==> config.mk <==
export PLATFORM = sky130hd
export DESIGN_NAME = pin_irq_mux
export DESIGN_NICKNAME = d
export VERILOG_FILES = /design/src/pin_irq_pkg.sv /design/src/pin_irq_mux.sv
export SDC_FILE = /design/constraint.sdc
export NUM_CORES = 1
export LEC_CHECK = 0
export BUFFER_PORTS_ARGS = -buffer_cell sky130_fd_sc_hd__buf_4
export CORE_AREA = 2 2 113 115
export DETAILED_ROUTE_END_ITERATION = 8
export DIE_AREA = 0 0 115 117
export PLACE_DENSITY = 0.69
export SYNTH_ARGS = -nofsm -noshare
export SYNTH_HDL_FRONTEND = slang
export SYNTH_SLANG_ARGS = --single-unit
==> constraint.sdc <==
create_clock -name pclk -period 2.44 [get_ports pclk]
set_clock_uncertainty 0.15 [all_clocks]
set_input_delay 0.122 -clock pclk [delete_from_list [all_inputs] [get_ports pclk]]
set_output_delay 0.122 -clock pclk [all_outputs]
set_load 0.01 [all_outputs]
==> src/pin_irq_pkg.sv <==
// Functional notes
// (RL1) Headset insertion event fires second interrupt line only when its enable is set.
// (RL2) Button press event fires second interrupt line only when its enable is set.
// (RL3) Left or right compressor over-threshold fires second line when enabled.
// (RL4) Left or right gain-control noise detection fires second line when enabled.
// (RL5) Left or right headphone over-current fires second line when enabled.
// (RL6) Record or playback core interrupt fires second line when enabled.
// (RL7) New DC measurement data fires second line when enabled.
// (RL8) Pulse mode bit clear: one active-high pulse of about 2 ms per event.
// (RL9) Pulse mode bit set: repeated 2 ms pulses until host reads flag registers.
// (RL10) Host writes defaults to reserved locations; reserved bits read as zero.
// (RL11) General I/O codes 0..3: disabled, function input, general input, general output.
// (RL12) General I/O codes 4..10 route clock, interrupts and audio clocks to the pin.
// (RL13) Host must not program general I/O codes 11 to 15.
// (RL14) Read-only status bit shows the current general I/O pin level.
// (RL15) General output mode drives general I/O pin from value bit, reset 0.
// (RL16) Serial output keeper enabled when its bit is 0; bit resets to 1.
// (RL17) Serial output selector codes 0..7 route functions; reset code is primary data.
// (RL18) Serial output in general output mode drives its value bit, reset 0.
// (RL19) First interrupt line has its own identical enable register at index 0x30.
// (RL20) Any enabled event starts the pulse generator; all enables clear at reset.
package pin_irq_pkg;

  // Register indices; byte address is four times the index
  localparam int IDX_W = 6;
  localparam logic [5:0] IDX_FIRST_IRQ = 6'h30;
  localparam logic [5:0] IDX_SECOND_IRQ = 6'h31;
  localparam logic [5:0] IDX_RSVD_A = 6'h32;
  localparam logic [5:0] IDX_RSVD_B = 6'h33;
  localparam logic [5:0] IDX_GIO = 6'h34;
  localparam logic [5:0] IDX_SO = 6'h35;
  localparam int ADDR_W = 8;

  // Interrupt enable register fields
  localparam int EN_HEADSET = 7;
  localparam int EN_BUTTON = 6;
  localparam int EN_DRC = 5;
  localparam int EN_AGC = 4;
  localparam int EN_OVC = 3;
  localparam int EN_CORE = 2;
  localparam int EN_DC = 1;
  localparam int PULSE_MODE = 0;
  localparam logic [7:0] EN_RESET = 8'h00;

  // Pin control fields
  localparam int GIO_FUNC_MSB = 5;
  localparam int GIO_FUNC_LSB = 2;
  localparam int GIO_STATE_BIT = 1;
  localparam int GIO_VAL_BIT = 0;
  localparam int SO_KEEPER_BIT = 4;
  localparam int SO_FUNC_MSB = 3;
  localparam int SO_FUNC_LSB = 1;
  localparam int SO_VAL_BIT = 0;
  localparam logic SO_KEEPER_RESET = 1'b1;
  localparam logic VAL_RESET = 1'b0;

  // General I/O pin function codes
  typedef enum logic [3:0] {
    GIO_OFF = 4'h0, GIO_FUNC_IN = 4'h1, GIO_GP_IN = 4'h2, GIO_GP_OUT = 4'h3,
    GIO_CLK_OUT = 4'h4, GIO_IRQ1 = 4'h5, GIO_IRQ2 = 4'h6, GIO_ADC_WCLK = 4'h7,
    GIO_SEC_BCLK = 4'h8, GIO_SEC_WCLK = 4'h9, GIO_DMIC_CLK = 4'hA
  } gio_func_t;

  // Serial output pin function codes
  typedef enum logic [2:0] {
    SO_OFF = 3'h0, SO_DATA = 3'h1, SO_GP_OUT = 3'h2, SO_CLK_OUT = 3'h3,
    SO_IRQ1 = 3'h4, SO_IRQ2 = 3'h5, SO_SEC_BCLK = 3'h6, SO_SEC_WCLK = 3'h7
  } so_func_t;

  // Interrupt pulse timing
  localparam int unsigned CLK_PERIOD_NS = 4;
  localparam int unsigned PULSE_TIME_NS = 2000000;
  localparam int unsigned PULSE_CYCLES = PULSE_TIME_NS / CLK_PERIOD_NS;
  localparam int CNT_W = 20;

  // Pulse generator states
  typedef enum logic [1:0] {
    PL_IDLE = 2'b00,
    PL_HIGH = 2'b01,
    PL_LOW = 2'b10
  } line_state_t;

  typedef struct packed {
    line_state_t st;
    logic halt;
    logic [CNT_W-1:0] cnt;
  } line_t;

endpackage

==> src/pin_irq_mux.sv <==
// Register access over APB was chosen for this implementation.
`timescale 1ns/1ps
module pin_irq_mux import pin_irq_pkg::*; #(
  parameter int unsigned PULSE_LEN = PULSE_CYCLES
) (
  // Clock and reset
  input wire logic pclk,
  input wire logic presetn,
  // APB slave
  input wire logic psel,
  input wire logic penable,
  input wire logic pwrite,
  input wire logic [ADDR_W-1:0] paddr,
  input wire logic [31:0] pwdata,
  output logic [31:0] prdata,
  output logic pready,
  output logic pslverr,
  // Event strobes from codec logic, one cycle each
  input wire logic ev_headset_insert,
  input wire logic ev_button_press,
  input wire logic ev_drc_left,
  input wire logic ev_drc_right,
  input wire logic ev_agc_left,
  input wire logic ev_agc_right,
  input wire logic ev_overcurrent_left,
  input wire logic ev_overcurrent_right,
  input wire logic ev_record_core_irq,
  input wire logic ev_playback_core_irq,
  input wire logic ev_dc_data_ready,
  // Host read of the interrupt flag registers
  input wire logic flag_reg_read,
  // Internal signals that may be routed to pins
  input wire logic divided_clock_output,
  input wire logic primary_data_out,
  input wire logic adc_word_clk,
  input wire logic sec_bit_clk,
  input wire logic sec_word_clk,
  input wire logic dmic_clk,
  // Interrupt lines
  output logic first_interrupt_line,
  output logic second_interrupt_line,
  // General I/O pin
  input wire logic general_io_pin_i,
  output logic general_io_pin_o,
  output logic general_io_pin_oe,
  output logic general_io_in_func,
  // Serial output pin
  output logic serial_out_pin_o,
  output logic serial_out_pin_oe,
  output logic serial_out_keeper_en
);

  // Whole module state
  typedef struct packed {
    logic [7:0] en1;
    logic [7:0] en2;
    gio_func_t gio_func;
    logic gio_val;
    logic so_keeper_dis;
    so_func_t so_func;
    logic so_val;
    logic gio_meta;
    logic gio_sync;
    line_t line1;
    line_t line2;
    logic [31:0] rdata;
    logic slverr;
    logic gio_o;
    logic gio_oe;
    logic gio_fwd;
    logic so_o;
    logic so_oe;
  } state_t;

  localparam line_t LINE_RESET = '{st: PL_IDLE, halt: 1'b0, cnt: '0};

  localparam state_t ST_RESET = '{
    en1: EN_RESET,
    en2: EN_RESET,
    gio_func: GIO_OFF,
    gio_val: VAL_RESET,
    so_keeper_dis: SO_KEEPER_RESET,
    so_func: SO_DATA,
    so_val: VAL_RESET,
    gio_meta: 1'b0,
    gio_sync: 1'b0,
    line1: LINE_RESET,
    line2: LINE_RESET,
    rdata: 32'h0000_0000,
    slverr: 1'b0,
    gio_o: 1'b0,
    gio_oe: 1'b0,
    gio_fwd: 1'b0,
    so_o: 1'b0,
    so_oe: 1'b0
  };

  // Pulse length at counter width; the default count fits in CNT_W bits
  localparam logic [CNT_W-1:0] LEN = CNT_W'(PULSE_LEN);

  // Registered state and its next value
  state_t st_q;
  state_t st_d;

  // Event vector, line triggers and bus decode
  logic [7:1] ev_vec;
  logic trig1;
  logic trig2;
  logic [IDX_W-1:0] idx;
  logic mapped;
  logic setup;
  logic wr_access;

  // OR of enabled sources; left and right share one enable
  function automatic logic any_enabled(input logic [7:0] en, input logic [7:1] ev);
    any_enabled = |(en[7:1] & ev);
  endfunction

  // A line is high only in the high phase of its generator
  function automatic logic line_high(input line_t ln);
    line_high = (ln.st == PL_HIGH);
  endfunction

  // One step of a pulse generator
  // High and low phases count down from LEN - 1 to zero
  function automatic line_t line_step(
    input line_t cur,
    input logic trig,
    input logic train,
    input logic stop
  );
    line_t nxt;
    nxt = cur;
    // A new event in the same cycle as a flag read wins over the stop;
    // a later event on a busy line is ignored and must not undo the read
    nxt.halt = cur.halt | (stop & ~trig); // [RL9]
    // Events in the high or low phase are dropped, so there is no retrigger
    case (cur.st)
      PL_IDLE: begin
        if (trig) begin
          nxt.st = PL_HIGH; // [RL20]
          nxt.cnt = LEN - 1'b1;
          nxt.halt = 1'b0;
        end
      end
      PL_HIGH: begin
        if (cur.cnt == '0) begin
          // Single mode ends here; train mode goes on unless halted
          if (train && !nxt.halt) begin // [RL9]
            nxt.st = PL_LOW;
            nxt.cnt = LEN - 1'b1;
          end else begin
            nxt.st = PL_IDLE; // [RL8]
          end
        end else begin
          nxt.cnt = cur.cnt - 1'b1;
        end
      end
      PL_LOW: begin
        // A flag read or a cleared mode bit ends the gap at once
        if (nxt.halt || !train) begin
          nxt.st = PL_IDLE; // [RL9]
        end else if (cur.cnt == '0) begin
          nxt.st = PL_HIGH;
          nxt.cnt = LEN - 1'b1;
        end else begin
          nxt.cnt = cur.cnt - 1'b1;
        end
      end
      default: begin
        nxt = LINE_RESET;
      end
    endcase
    return nxt;
  endfunction

  // Source vector in enable-bit order
  assign ev_vec[EN_HEADSET] = ev_headset_insert; // [RL1]
  assign ev_vec[EN_BUTTON] = ev_button_press; // [RL2]
  assign ev_vec[EN_DRC] = ev_drc_left | ev_drc_right; // [RL3]
  assign ev_vec[EN_AGC] = ev_agc_left | ev_agc_right; // [RL4]
  assign ev_vec[EN_OVC] = ev_overcurrent_left | ev_overcurrent_right; // [RL5]
  assign ev_vec[EN_CORE] = ev_record_core_irq | ev_playback_core_irq; // [RL6]
  assign ev_vec[EN_DC] = ev_dc_data_ready; // [RL7]

  // Each line has its own enables; both reset to zero so lines stay low
  assign trig1 = any_enabled(st_q.en1, ev_vec); // [RL19] [RL20]
  assign trig2 = any_enabled(st_q.en2, ev_vec); // [RL1] [RL2] [RL3] [RL4] [RL5] [RL6] [RL7] [RL20]

  // Bus decode; zero wait states so pready is constant high
  // Misaligned or out of range addresses answer with an error
  assign idx = paddr[ADDR_W-1:2];
  assign mapped = (paddr[1:0] == 2'b00) && (idx >= IDX_FIRST_IRQ) && (idx <= IDX_SO);
  assign setup = psel && !penable;
  assign wr_access = psel && penable && pwrite && mapped;
  assign pready = 1'b1;

  // Next state
  always_comb begin
    st_d = st_q;

    // Two-stage synchroniser for the pin input
    // Only the second stage is read, so a metastable first stage never spreads
    st_d.gio_meta = general_io_pin_i;
    st_d.gio_sync = st_q.gio_meta;

    // Register writes take effect in the access phase
    if (wr_access) begin
      case (idx)
        IDX_FIRST_IRQ: begin
          st_d.en1 = pwdata[7:0]; // [RL19]
        end
        IDX_SECOND_IRQ: begin
          st_d.en2 = pwdata[7:0];
        end
        IDX_GIO: begin
          // Reserved codes are stored but leave the pin disabled
          st_d.gio_func = gio_func_t'(pwdata[GIO_FUNC_MSB:GIO_FUNC_LSB]);
          st_d.gio_val = pwdata[GIO_VAL_BIT];
        end
        IDX_SO: begin
          st_d.so_keeper_dis = pwdata[SO_KEEPER_BIT];
          st_d.so_func = so_func_t'(pwdata[SO_FUNC_MSB:SO_FUNC_LSB]);
          st_d.so_val = pwdata[SO_VAL_BIT];
        end
        default: begin
          // Reserved locations ignore writes
        end
      endcase
    end

    // Read data captured in the setup phase, stable through access
    if (setup) begin
      st_d.rdata = 32'h0000_0000;
      st_d.slverr = !mapped;
      case (idx)
        IDX_FIRST_IRQ: begin
          st_d.rdata[7:0] = st_q.en1;
        end
        IDX_SECOND_IRQ: begin
          st_d.rdata[7:0] = st_q.en2;
        end
        IDX_GIO: begin
          st_d.rdata[GIO_FUNC_MSB:GIO_FUNC_LSB] = st_q.gio_func;
          st_d.rdata[GIO_STATE_BIT] = st_q.gio_sync; // [RL14]
          st_d.rdata[GIO_VAL_BIT] = st_q.gio_val;
        end
        IDX_SO: begin
          st_d.rdata[SO_KEEPER_BIT] = st_q.so_keeper_dis;
          st_d.rdata[SO_FUNC_MSB:SO_FUNC_LSB] = st_q.so_func;
          st_d.rdata[SO_VAL_BIT] = st_q.so_val;
        end
        default: begin
          // Reserved registers and bits read as zero
          st_d.rdata = 32'h0000_0000; // [RL10]
        end
      endcase
      // Unmapped reads clear the data so a stale value never leaks
      if (!mapped) begin
        st_d.rdata = 32'h0000_0000;
      end
    end

    // Pulse generators, one per interrupt line
    // One flag read strobe serves both lines, as the host read stops both trains
    st_d.line1 = line_step(st_q.line1, trig1, st_q.en1[PULSE_MODE], flag_reg_read); // [RL19]
    st_d.line2 = line_step(st_q.line2, trig2, st_q.en2[PULSE_MODE], flag_reg_read); // [RL8] [RL9]

    // General I/O pin; routed signals gain one cycle of latency
    // Undecoded codes never drive, so a stray write cannot fight an outside driver
    st_d.gio_o = 1'b0;
    st_d.gio_oe = 1'b0;
    st_d.gio_fwd = 1'b0;
    case (st_q.gio_func)
      GIO_OFF: begin
        st_d.gio_oe = 1'b0; // [RL11]
      end
      GIO_FUNC_IN: begin
        st_d.gio_fwd = st_q.gio_sync; // [RL11]
      end
      GIO_GP_IN: begin
        st_d.gio_oe = 1'b0; // [RL11] [RL14]
      end
      GIO_GP_OUT: begin
        st_d.gio_oe = 1'b1;
        st_d.gio_o = st_q.gio_val; // [RL15]
      end
      GIO_CLK_OUT: begin
        st_d.gio_oe = 1'b1;
        st_d.gio_o = divided_clock_output; // [RL12]
      end
      GIO_IRQ1: begin
        st_d.gio_oe = 1'b1;
        st_d.gio_o = line_high(st_q.line1); // [RL12]
      end
      GIO_IRQ2: begin
        st_d.gio_oe = 1'b1;
        st_d.gio_o = line_high(st_q.line2); // [RL12]
      end
      GIO_ADC_WCLK: begin
        st_d.gio_oe = 1'b1;
        st_d.gio_o = adc_word_clk; // [RL12]
      end
      GIO_SEC_BCLK: begin
        st_d.gio_oe = 1'b1;
        st_d.gio_o = sec_bit_clk; // [RL12]
      end
      GIO_SEC_WCLK: begin
        st_d.gio_oe = 1'b1;
        st_d.gio_o = sec_word_clk; // [RL12]
      end
      GIO_DMIC_CLK: begin
        st_d.gio_oe = 1'b1;
        st_d.gio_o = dmic_clk; // [RL12]
      end
      default: begin
        // Reserved codes: keep the pin off rather than guess
        st_d.gio_oe = 1'b0; // [RL13]
      end
    endcase

    // Serial output pin
    // Driven for every code but 000; the keeper enable follows its bit alone, whether the line is driven or released
    st_d.so_o = 1'b0;
    st_d.so_oe = 1'b1;
    case (st_q.so_func)
      SO_OFF: begin
        st_d.so_oe = 1'b0; // [RL17]
      end
      SO_DATA: begin
        st_d.so_o = primary_data_out; // [RL17]
      end
      SO_GP_OUT: begin
        st_d.so_o = st_q.so_val; // [RL18]
      end
      SO_CLK_OUT: begin
        st_d.so_o = divided_clock_output; // [RL17]
      end
      SO_IRQ1: begin
        st_d.so_o = line_high(st_q.line1); // [RL17]
      end
      SO_IRQ2: begin
        st_d.so_o = line_high(st_q.line2); // [RL17]
      end
      SO_SEC_BCLK: begin
        st_d.so_o = sec_bit_clk; // [RL17]
      end
      SO_SEC_WCLK: begin
        st_d.so_o = sec_word_clk; // [RL17]
      end
      default: begin
        st_d.so_oe = 1'b0;
      end
    endcase
  end

  // State register
  // Reset loads constants only; the synchroniser restarts low
  always_ff @(posedge pclk or negedge presetn) begin
    if (!presetn) begin
      st_q <= ST_RESET;
    end else begin
      st_q <= st_d;
    end
  end

  // Outputs, all decoded from flip-flops
  // Pin enables come from registers, so a mode change cannot glitch a pin
  assign prdata = st_q.rdata;
  assign pslverr = st_q.slverr;
  assign first_interrupt_line = line_high(st_q.line1); // [RL19]
  assign second_interrupt_line = line_high(st_q.line2); // [RL8] [RL9]
  assign general_io_pin_o = st_q.gio_o;
  assign general_io_pin_oe = st_q.gio_oe;
  assign general_io_in_func = st_q.gio_fwd;
  assign serial_out_pin_o = st_q.so_o;
  assign serial_out_pin_oe = st_q.so_oe;
  assign serial_out_keeper_en = ~st_q.so_keeper_dis; // [RL16]

endmodule

==> out/metrics.yaml <==
worst_setup_path:
  startpoint: "st_q[38]$_DFFE_PN0P_"
  end_kind: "register"
  crit_arrival_ns: 2.58
  rrSetupSlack_ns: -0.06
  start_kind: "register"
  r2r-end: "st_q[56]$_DFFE_PN0P_"
  path_depth: 8
  crit_required_ns: 2.52
  critPathKind: "reg2reg"
  path_max_fanout: 4
  critPathCapture: "st_q[56]$_DFFE_PN0P_"
  critPathSlowestCell: "or4_4"
  reg2reg_from: "st_q[38]$_DFFE_PN0P_"
  rr_worst_depth: 8
  cpPeakStageDelay_ns: 0.45
  crit_buf_inv: 1
  critical_path.top_delay_family: "simple AND/OR/NAND/NOR gates"
  crit_chain: "inv_2 > ha_4 > or3b_4 > or4_4 > nor4b_4 > and3_1 > o211a_1 > o31ai_2"
sta:
  relSlewSlack: 0.4171
  timing.hold.ws_ns: 0.04731
  fin_crit_ns: 2.497
  hold_violations: 0
  setup_viol: 7
  fmaxAchievable_mhz: 400.5
  finalMaxSlewViolations: 0
  setup_ws_ns: -0.05706
  fin_crit_sh: 1.023
  rsz0062_at_grt: "true"
  worst_pin_slew_ns: 0.8743
clock_tree:
  clkSinkCount: 88
  cts_buffer_depth: 2
  cts_made_buffers: 9
  clockRootBuffer: "clkbuf_16"
  ctsHtreeMaxLevel: 3
  path_clk_slew_ns: 0.07
  tritoncts: "done"
  clock_latency_ns: 0.34
synth:
  synth_flop_cell: "dfrtp_1"
  synth_cells: 562
  synthTopCellsByCount: "dfrtp_1 (86), o21ai_0 (47), nor2_1 (44)"
  synth.largest_area_cell: "dfrtp_1"
  seq_area_frac_synth: 0.4102
  ys_async_sr_fraction: 1.000
  synth_top_area_frac: 0.4005
  synthTopCellsByArea: "dfrtp_1 (40%), mux2_2 (5.7%), buf_4 (4.7%)"
  synth_most_common_cell: "dfrtp_1"
  synth_seq_cells: 88
  avgSynthCellArea_sq_um: 9.562
  syn_area_sq_mm: 0.005374
  ys_types: 65
  synth-edff-count: 0
  ys_warn_count: 0
finish:
  stdcell_count: 824
  area_delta_synth_final_pct: 26.54
  fin_nets: 745
  antennaDiodeCount: 0
  seqCellArea_sq_mm: 0.002205
  drive_gt1_frac: 0.3264
  multi_input_area_sq_mm: 0.003032
  fill_cells: 1063
global_route:
  grtUsageMet1: 0.2648
  grt_overflow_total: 0
  grt_start_max_net_pins: 70
  grt_pass1_vias: 4600
  gr-usage-met2: 0.3467
  antenna_found_initial: 0
  grt_pass1_wl_mm: 22.14
  grt-busiest-layer: "met2"
  grtUsageTotal: 0.2074
  met3_usage: 0.04840
placement:
  hpwlAfterDp_mm: 9.387
  port-buffer-count: 56
  place.gp.congestion: 0.8705
  placed_cells: 783
die:
  core_sq_mm: 0.01231
  die_w_microns: 115
  die_h_microns: 117
  start_util: 0.4365
  io_pins: 106
  die_area_sq_mm: 0.01346
  fp-row-count: 41
pwr:
  vdd_drop_max_mv: 0.4677
  power.leakage_nw: 3.164
  powerDensity_mw_per_mm2: 767.7
routing:
  wl_mm: 13.87
  drtPass1Iterations: 5
  ant_nets: 0
  vias_per_cell: 5.779
  num_vias: 4762
  drc: 0
  drt_iter0_drc: 291
  wl_per_cell_microns: 16.83
run:
  drv_cap: 0
status:
  status: "finished with violations"
  violations: "setup timing"
hold_path:
  hp-class: "in2reg"
## where the power goes
group | internal [mW] | total [mW] | switching [mW]
Combinational | 0.925 | 1.97 | 1.05
Sequential | 1.66 | 1.91 | 0.255
Clock | 0.751 | 1.33 | 0.581
## per-layer routing
| metal | vias to the layer above | routed length (microns) |
|---|---|---|
| met1 | 2347 | 5925 |
| li1 | 2221 | - |
| met4 | 0 | 308 |
| met5 | - | 0 |
| met3 | 27 | 754 |
| met2 | 167 | 6883 |
## through the flow
stage	power (mW)	util	setup WS (ns)	setup TNS, ns	instance area, sq um
3_5_place_dp	3.639	0.4949	-0.06188	-0.07231	6093
4_1_cts	5.013	0.5307	-0.00007216	-0.00007216	6534
5_1_grt	5.540	0.5523	-0.1409	-1.749	6800
6_report	5.221	0.5523	-0.05706	-0.2197	6800
3_3_place_gp	3.573	0.4949	0.02391	0	6093
2_1_floorplan	3.013	-	0.003143	0	5460
## worst min-delay path, stage by stage
cell and delay (ns):
buf_4 0.08, nand3b_1 0.06, o21ai_0 0.07, nand3b_1 0.08, o211ai_1 0.09
## cells by family (layout without fill, tap and decap cells)
kind of cell / count (synthesis) / after routing / share of synthesized area
xor+xnor: 1 / 1 / 0.001630
other cells: 2 / 25 / 0.001397
buf+inv: 70 / 156 / 0.07776
compound gates: 155 / 158 / 0.1772
fa+ha+maj: 12 / 12 / 0.02794
flops: 88 / 88 / 0.4102
simple gates: 188 / 188 / 0.1967
mux: 46 / 46 / 0.1071
## cells in the final DEF, fill, tap and decap left out, types with 4 or more instances in the layout
cell type / netlist / final
nor4_1: 11 / 9
dfrtp_1: 86 / 86
nand3b_1: 5 / 5
nand4_1: 4 / 4
o31ai_1: 6 / 6
conb_1: 2 / 25
and2_1: 5 / 5
o21ai_1: 18 / 14
ha_1: 12 / 11
o21ai_2: 1 / 12
or2_2: 4 / 4
inv_1: 16 / 14
a21oi_1: 42 / 39
a21o_1: 4 / 4
mux4_2: 6 / 6
nor2b_1: 5 / 5
nand3_1: 19 / 19
nor2_1: 44 / 40
o21ai_0: 47 / 40
nor3_1: 13 / 13
or4_4: 4 / 5
or3_1: 4 / 4
and3_1: 6 / 5
dlygate4sd3_1: 0 / 14
o211ai_1: 4 / 4
a31oi_1: 8 / 8
nand2_1: 36 / 36
nand2b_1: 14 / 14
mux2_2: 27 / 27
mux2i_1: 11 / 11
clkbuf_16: 0 / 10
buf_4: 34 / 105
## how the worst min path moves through the flow
stage	start	end	slack, ns	cells after the start
6_report	dmic_clk	general_io_pin_o$_DFF_PN0_	0.05	5
5_1_grt	dmic_clk	general_io_pin_o$_DFF_PN0_	0.06	5
4_1_cts	dmic_clk	general_io_pin_o$_DFF_PN0_	0.04	5
3_5_place_dp	general_io_pin_i	st_d[84]$_DFF_PN0_	0.08	1
3_3_place_gp	general_io_pin_i	st_d[84]$_DFF_PN0_	0.08	1
2_1_floorplan	presetn	general_io_in_func$_DFF_PN0_	-0.32	0
## final cells by class
class / instances / share of cell area
well taps: 150 / 0.02760
clock inverters: 5 / 0.005704
clock buffers: 11 / 0.03717
inverters: 16 / 0.008832
repair buffers: 124 / 0.1507
flip-flops and latches: 88 / 0.3242
multi-input cells: 430 / 0.4458
## sequential cells by signal (all words and copies together), names as in the netlist
signal and count:
general_io_in_func 1, st_d 1, general_io_pin_oe 1, prdata 8, serial_out_pin_o 1, pslverr 1, st_q 73, serial_out_pin_oe 1
general_io_pin_o 1
## timing repair
| action | in CTS | in global routing |
|---|---|---|
| hold buffers | 14 | 0 |
| pin swaps | 4 | 26 |
| setup endpoints to repair | 5 | 33 |
| gates resized for setup | 3 | 44 |
| hold endpoints to repair | 94 | 0 |
| gates cloned | 0 | 4 |
| setup buffers | 0 | 7 |
Power figures use the tool's default switching activity.
